===== src/rtl/host_port_defines.svh =====
// Purpose: constants of the host register port
// Assumes: included by bare name
// Notes:   definitions only
`ifndef HOST_PORT_DEFINES_SVH
`define HOST_PORT_DEFINES_SVH
`define HP_DATA_W 8
`define HP_INDEX_W 8
`define HP_DATA_RST 8'h00
`define HP_INDEX_RST 8'h00
`endif


===== src/rtl/host_port_pkg.sv =====
// Purpose: types of the host register port
// Assumes: nothing
// Notes:   access phases of the host bus
package host_port_pkg;
   typedef enum logic [1:0] {
      PH_IDLE = 2'b00,
      PH_WRITE = 2'b01,
      PH_READ = 2'b10
   } phase_type;
endpackage


===== src/rtl/async_host_register_port.sv =====
// Purpose: asynchronous 8-bit host register port with frame kick
// Assumes: strobes asynchronous to clk_in; register file outside
// Notes:   two-stage synchronisers, data piped alongside strobes
`include "host_port_defines.svh"
`timescale 1ns/1ps
`default_nettype none
module async_host_register_port #(
   parameter int DATA_W = `HP_DATA_W,
   parameter int INDEX_W = `HP_INDEX_W
) (
   input wire logic clk_in,
   input wire logic rstn_in,
   input wire logic host_cs_n_in,
   input wire logic host_rd_n_in,
   input wire logic host_wr_n_in,
   input wire logic [INDEX_W-1:0] host_register_index_in,
   input wire logic [DATA_W-1:0] host_data_bus_in,
   output logic [DATA_W-1:0] host_data_bus_out,
   output logic host_data_bus_oe_out,
   input wire logic frame_kick_in,
   output logic frame_start_out,
   output logic [INDEX_W-1:0] reg_index_out,
   output logic [DATA_W-1:0] reg_wdata_out,
   output logic reg_write_out,
   output logic reg_read_out,
   input wire logic [DATA_W-1:0] reg_rdata_in
);

   // ----------------------------------------------------------------
   // state
   // ----------------------------------------------------------------
   typedef struct packed {
      logic cs_s1;
      logic cs_s2;
      logic rd_s1;
      logic rd_s2;
      logic wr_s1;
      logic wr_s2;
      logic kick_s1;
      logic kick_s2;
      logic kick_s3;
      logic [DATA_W-1:0] data_p1;
      logic [DATA_W-1:0] data_p2;
      logic [INDEX_W-1:0] idx_p1;
      logic [INDEX_W-1:0] idx_p2;
      host_port_pkg::phase_type phase;
      logic oe;
      logic [DATA_W-1:0] dout;
      logic [INDEX_W-1:0] index;
      logic [DATA_W-1:0] wdata;
      logic wr_pulse;
      logic rd_pulse;
      logic kick_pulse;
   } state_type;

   state_type s_q;
   state_type s_d;
   logic wr_act;
   logic rd_act;

   // ----------------------------------------------------------------
   // decoding
   // ----------------------------------------------------------------
   // a strobe counts only while select is low as well
   function automatic logic qual_low(input logic sel_n, input logic strobe_n);
      return ~sel_n & ~strobe_n;
   endfunction

   // ----------------------------------------------------------------
   // next state
   // ----------------------------------------------------------------
   // qualified strobes: select high masks both
   assign wr_act = qual_low(s_q.cs_s2, s_q.wr_s2);
   assign rd_act = qual_low(s_q.cs_s2, s_q.rd_s2);

   always_comb begin
      s_d = s_q;
      // synchronisers and matching data pipe
      s_d.cs_s1 = host_cs_n_in;
      s_d.cs_s2 = s_q.cs_s1;
      s_d.rd_s1 = host_rd_n_in;
      s_d.rd_s2 = s_q.rd_s1;
      s_d.wr_s1 = host_wr_n_in;
      s_d.wr_s2 = s_q.wr_s1;
      s_d.kick_s1 = frame_kick_in;
      s_d.kick_s2 = s_q.kick_s1;
      s_d.kick_s3 = s_q.kick_s2;
      s_d.data_p1 = host_data_bus_in;
      s_d.data_p2 = s_q.data_p1;
      s_d.idx_p1 = host_register_index_in;
      s_d.idx_p2 = s_q.idx_p1;
      s_d.wr_pulse = 1'b0;
      s_d.rd_pulse = 1'b0;
      // rising edge of the kick starts a frame
      s_d.kick_pulse = s_q.kick_s2 & ~s_q.kick_s3;
      case (s_q.phase)
         host_port_pkg::PH_IDLE: begin
            if (wr_act) begin
               s_d.phase = host_port_pkg::PH_WRITE;
               s_d.index = s_q.idx_p2;
               s_d.wdata = s_q.data_p2;
            end else if (rd_act) begin
               // read begins on strobe fall
               s_d.phase = host_port_pkg::PH_READ;
               s_d.index = s_q.idx_p2;
               s_d.rd_pulse = 1'b1;
            end
         end
         host_port_pkg::PH_WRITE: begin
            if (wr_act) begin
               // keep the last value seen while the strobe is low
               s_d.index = s_q.idx_p2;
               s_d.wdata = s_q.data_p2;
            end else begin
               // strobe or select rise ends the write either way
               s_d.wr_pulse = 1'b1;
               s_d.phase = host_port_pkg::PH_IDLE;
            end
         end
         host_port_pkg::PH_READ: begin
            if (!rd_act) begin
               s_d.phase = host_port_pkg::PH_IDLE;
            end
         end
         default: begin
            s_d.phase = host_port_pkg::PH_IDLE;
         end
      endcase
      // bus driven only during a qualified read
      s_d.oe = (s_d.phase == host_port_pkg::PH_READ);
      s_d.dout = s_q.oe ? reg_rdata_in : DATA_W'(`HP_DATA_RST);
   end

   // ----------------------------------------------------------------
   // registers; pin reset returns everything to power-on values
   // ----------------------------------------------------------------
   always_ff @(posedge clk_in or negedge rstn_in) begin
      if (!rstn_in) begin
         s_q <= '0;
         s_q.cs_s1 <= 1'b1;
         s_q.cs_s2 <= 1'b1;
         s_q.rd_s1 <= 1'b1;
         s_q.rd_s2 <= 1'b1;
         s_q.wr_s1 <= 1'b1;
         s_q.wr_s2 <= 1'b1;
         s_q.phase <= host_port_pkg::PH_IDLE;
         s_q.index <= INDEX_W'(`HP_INDEX_RST);
         s_q.dout <= DATA_W'(`HP_DATA_RST);
      end else begin
         s_q <= s_d;
      end
   end

   // outputs straight from flops
   assign host_data_bus_out = s_q.dout;
   assign host_data_bus_oe_out = s_q.oe;
   assign frame_start_out = s_q.kick_pulse;
   assign reg_index_out = s_q.index;
   assign reg_wdata_out = s_q.wdata;
   assign reg_write_out = s_q.wr_pulse;
   assign reg_read_out = s_q.rd_pulse;
endmodule // async_host_register_port
`default_nettype wire


===== config.mk =====
export PLATFORM = sky130hd
export DESIGN_NAME = async_host_register_port
export DESIGN_NICKNAME = d
export VERILOG_FILES = /design/src/rtl/host_port_pkg.sv /design/src/rtl/async_host_register_port.sv
export VERILOG_INCLUDE_DIRS = /design/src /design/src/rtl
export SDC_FILE = /design/constraint.sdc
export NUM_CORES = 1
export LEC_CHECK = 0
export BUFFER_PORTS_ARGS = -buffer_cell sky130_fd_sc_hd__buf_2
export CORE_MARGIN = 2
export CORE_UTILIZATION = 55
export DETAILED_ROUTE_END_ITERATION = 12
export HOLD_SLACK_MARGIN = 0.05
export MAX_ROUTING_LAYER = met4
export PLACE_DENSITY_LB_ADDON = 0.15
export SLEW_MARGIN = 20
export SYNTH_ARGS = -nofsm -noshare
export SYNTH_HDL_FRONTEND = slang
export SYNTH_SLANG_ARGS = --single-unit

===== constraint.sdc =====
create_clock -name clk_in -period 3.2 [get_ports clk_in]
set_input_delay 0.16 -clock clk_in [delete_from_list [all_inputs] [get_ports clk_in]]
set_output_delay 0.16 -clock clk_in [all_outputs]
set_load 0.03 [all_outputs]

==> results.py <==
metrics = {
    "outcome": {
        "status": "completed",
    },
    "synthesis": {
        "ys_seq_area_frac": 0.787,
        "async_flop_share": 1.00,
        "synth_top_cell_area_share": 0.718,
        "synth_most_common_cell": "dfrtp_1",
        "synth-edff-count": 0,
        "synth_cell_types": 12,
        "yosys.area.top_type": "dfrtp_1",
        "synthTopCellsByCount": "dfrtp_1, buf_4, mux2_2",
        "synth_area_leaders": "dfrtp_1, buf_4, mux2_2, dfstp_2, and2_1",
        "syn-num-nets": 161,
        "syn_area_per_cell_um2": 17.3,
        "yosys_register_bits": 71,
        "syn_inst": 131,
        "synth_area_um2": 2270,
        "ys_warn_count": 0,
        "synth-main-ff-cell": "dfrtp_1",
    },
    "route": {
        "first_iter_violations": 50,
        "wl_um": 3150,
        "ant_nets": 0,
        "vias": 1154,
        "viasPerCell": 4.46,
        "routedWlPerCell_um": 12.2,
        "drt_first_pass_iters": 4,
        "drc": 0,
    },
    "worst_setup_path": {
        "critPathMaxStageDelay_ns": 0.58,
        "cp_top_family": "flip-flops",
        "critPathKind": "flip-flop to flip-flop",
        "required_ns": 3.40,
        "crit_slowest_cell": "dfstp_2",
        "setup.worst_path.start_class": "flip-flop",
        "crit_chain": "o21ai_0 > nand2_2 > mux2_2",
        "critical_path_buf_inv_count": 0,
        "worstPathArrival_ns": 1.58,
        "critPathMaxFanout": 8,
        "crit_path_end_kind": "flip-flop",
    },
    "die": {
        "die_y_um": 68.2,
        "die_area_um2": 4650,
        "start_util": 0.571,
        "ios": 58,
        "die_w_um": 68.2,
        "coreArea_um2": 3970,
        "fp-row-count": 23,
    },
    "sta": {
        "worstMarginPinSlew_ns": 0.745,
        "fin_crit_sh": 0.430,
        "drv_slew": 0,
        "setup_viol": 0,
        "rsz0062_at_grt": "false",
        "fin_crit_ns": 1.38,
        "clock_skew_ns": 0.00574,
        "max_slew_margin": 0.503,
        "max_freq_mhz": 726,
        "final-hold-violation-count": 0,
        "fin_setup_tns_ns": 0,
    },
    "cells_and_area": {
        "syn_to_final_growth_pct": 27.1,
        "drive_gt1_frac": 0.450,
        "num-nets-final": 234,
        "n_fill_cell": 264,
        "antenna_cells": 0,
    },
    "power_and_ir_drop": {
        "max-vdd-ir-drop_mv": 0.401,
        "cellLeakagePower_nw": 1.41,
        "power_w": 0.00180,
        "power_density_nw_per_um2": 626,
    },
    "worst_hold_path": {
        "hp-class": "input port to flip-flop",
    },
    "cts": {
        "ctsHtreeMaxLevel": 3,
        "cts_tree": "built",
        "cts.sinks": 71,
        "clk_latency_ns": 0.32,
        "clockBufferDepth": 2,
        "cts_resized": 0,
        "clk_pin_slew_worst_paths_ns": 0.06,
        "clock_tree.root_cell": "clkbuf_8",
        "cts_buffers": 9,
    },
    "global_route": {
        "antenna_found_initial": 0,
        "grt_max_degree": 38,
        "gr-usage-all-layers": 0.165,
        "grt_pass1_vias": 1162,
        "overflow": 0,
        "grt_pass1_wl_um": 5040,
    },
    "placed_design": {
        "gp_congestion": 0.607,
        "dp_hpwl_um": 2040,
        "port_buffers": 57,
    },
    "job": {
        "drv_cap": 0,
    },
}
-- worst paths after layout --
check | depth (start not counted) | to | startpoint | slack [ns]
max in group asynchronous | 3 | s_q[65] | rstn_in | 1.99
worst min-delay path | 2 | host_data_bus_out[3] | reg_rdata_in[3] | 0.07
worst max register to register | 3 | reg_index_out[2] | s_q[65] | 1.82
min in group asynchronous | 2 | reg_index_out[2] | rstn_in | 0.44
worst min register to register | 0 | s_d[62] | s_d[63] | 0.35
worst max-delay path | 3 | reg_index_out[2] | s_q[65] | 1.82
-- state kept, by name (all words and copies together) (netlist names) --
| register | count |
|---|---|
| frame_start_out | 1 |
| host_data_bus_oe_out | 1 |
| host_data_bus_out | 8 |
| reg_index_out | 8 |
| reg_read_out | 1 |
| reg_wdata_out | 8 |
| reg_write_out | 1 |
| s_d | 21 |
| s_q | 22 |
-- final cells by class --
class	instances	area, um2	share of cell area
flip-flops and latches	71	1780	0.619
repair buffers	86	571	0.198
multi-input cells	36	302	0.105
clock buffers	15	156	0.0543
well taps	50	62.6	0.0217
clock inverters	1	5.00	0.00174
-- kinds of logic (layout without fill, tap and decap cells) --
family,count (synthesis),in the layout,share of synthesized area
mux,16,16,0.0795
simple gates,18,18,0.0492
flops,71,71,0.787
compound gates,2,2,0.00442
buf+inv,24,102,0.0795
-- power by group --
part	internal [W]	switching (W)	total, W
registers	0.000967	0.0000275	0.000995
clock network	0.000303	0.000274	0.000577
logic	0.0000941	0.000137	0.000231
total	0.00136	0.000438	0.00180
-- layer usage --
layer | global-route usage | part of all wire | vias up | routed length, um
met5 | - | 0 | - | 0
met4 | 0.105 | 0.012 | 0 | 39
met2 | 0.251 | 0.48 | 42 | 1510
met1 | 0.186 | 0.44 | 563 | 1390
met3 | 0.0576 | 0.064 | 5 | 203
li1 | - | - | 544 | -
-- per-stage QoR --
step | std cells | instance area, um2 | util | hold slack (ns) | setup slack [ns]
after floorplan | 131 | 2270 | - | -0.136 | 1.93
after global placement | 216 | 2450 | 0.617 | 0.248 | 1.86
after detailed placement | 216 | 2450 | 0.617 | 0.266 | 1.82
after CTS | 259 | 2880 | 0.725 | 0.0546 | 1.81
after global routing | 259 | 2880 | 0.725 | 0.0537 | 1.75
final | 259 | 2880 | 0.725 | 0.0664 | 1.82
-- layout by cell type (no fill, tap or decap) --
master	netlist	routed
and2_1	8	8
and3_1	1	1
buf_2	0	57
buf_4	24	2
clkbuf_1	0	5
clkbuf_8	0	10
clkinv_2	0	1
dfrtp_1	65	65
dfstp_2	6	6
dlygate4sd3_1	0	27
mux2_2	16	16
nand2_2	1	1
nor2_1	5	5
nor2b_1	1	1
nor3_4	1	1
nor3b_1	1	1
o21ai_0	2	2
-- repair_timing --
action                    CTS  global route
setup buffers               0             0
hold buffers               27             0
hold endpoints to repair   61             0
No activity file was read; power rests on OpenSTA's default activity.
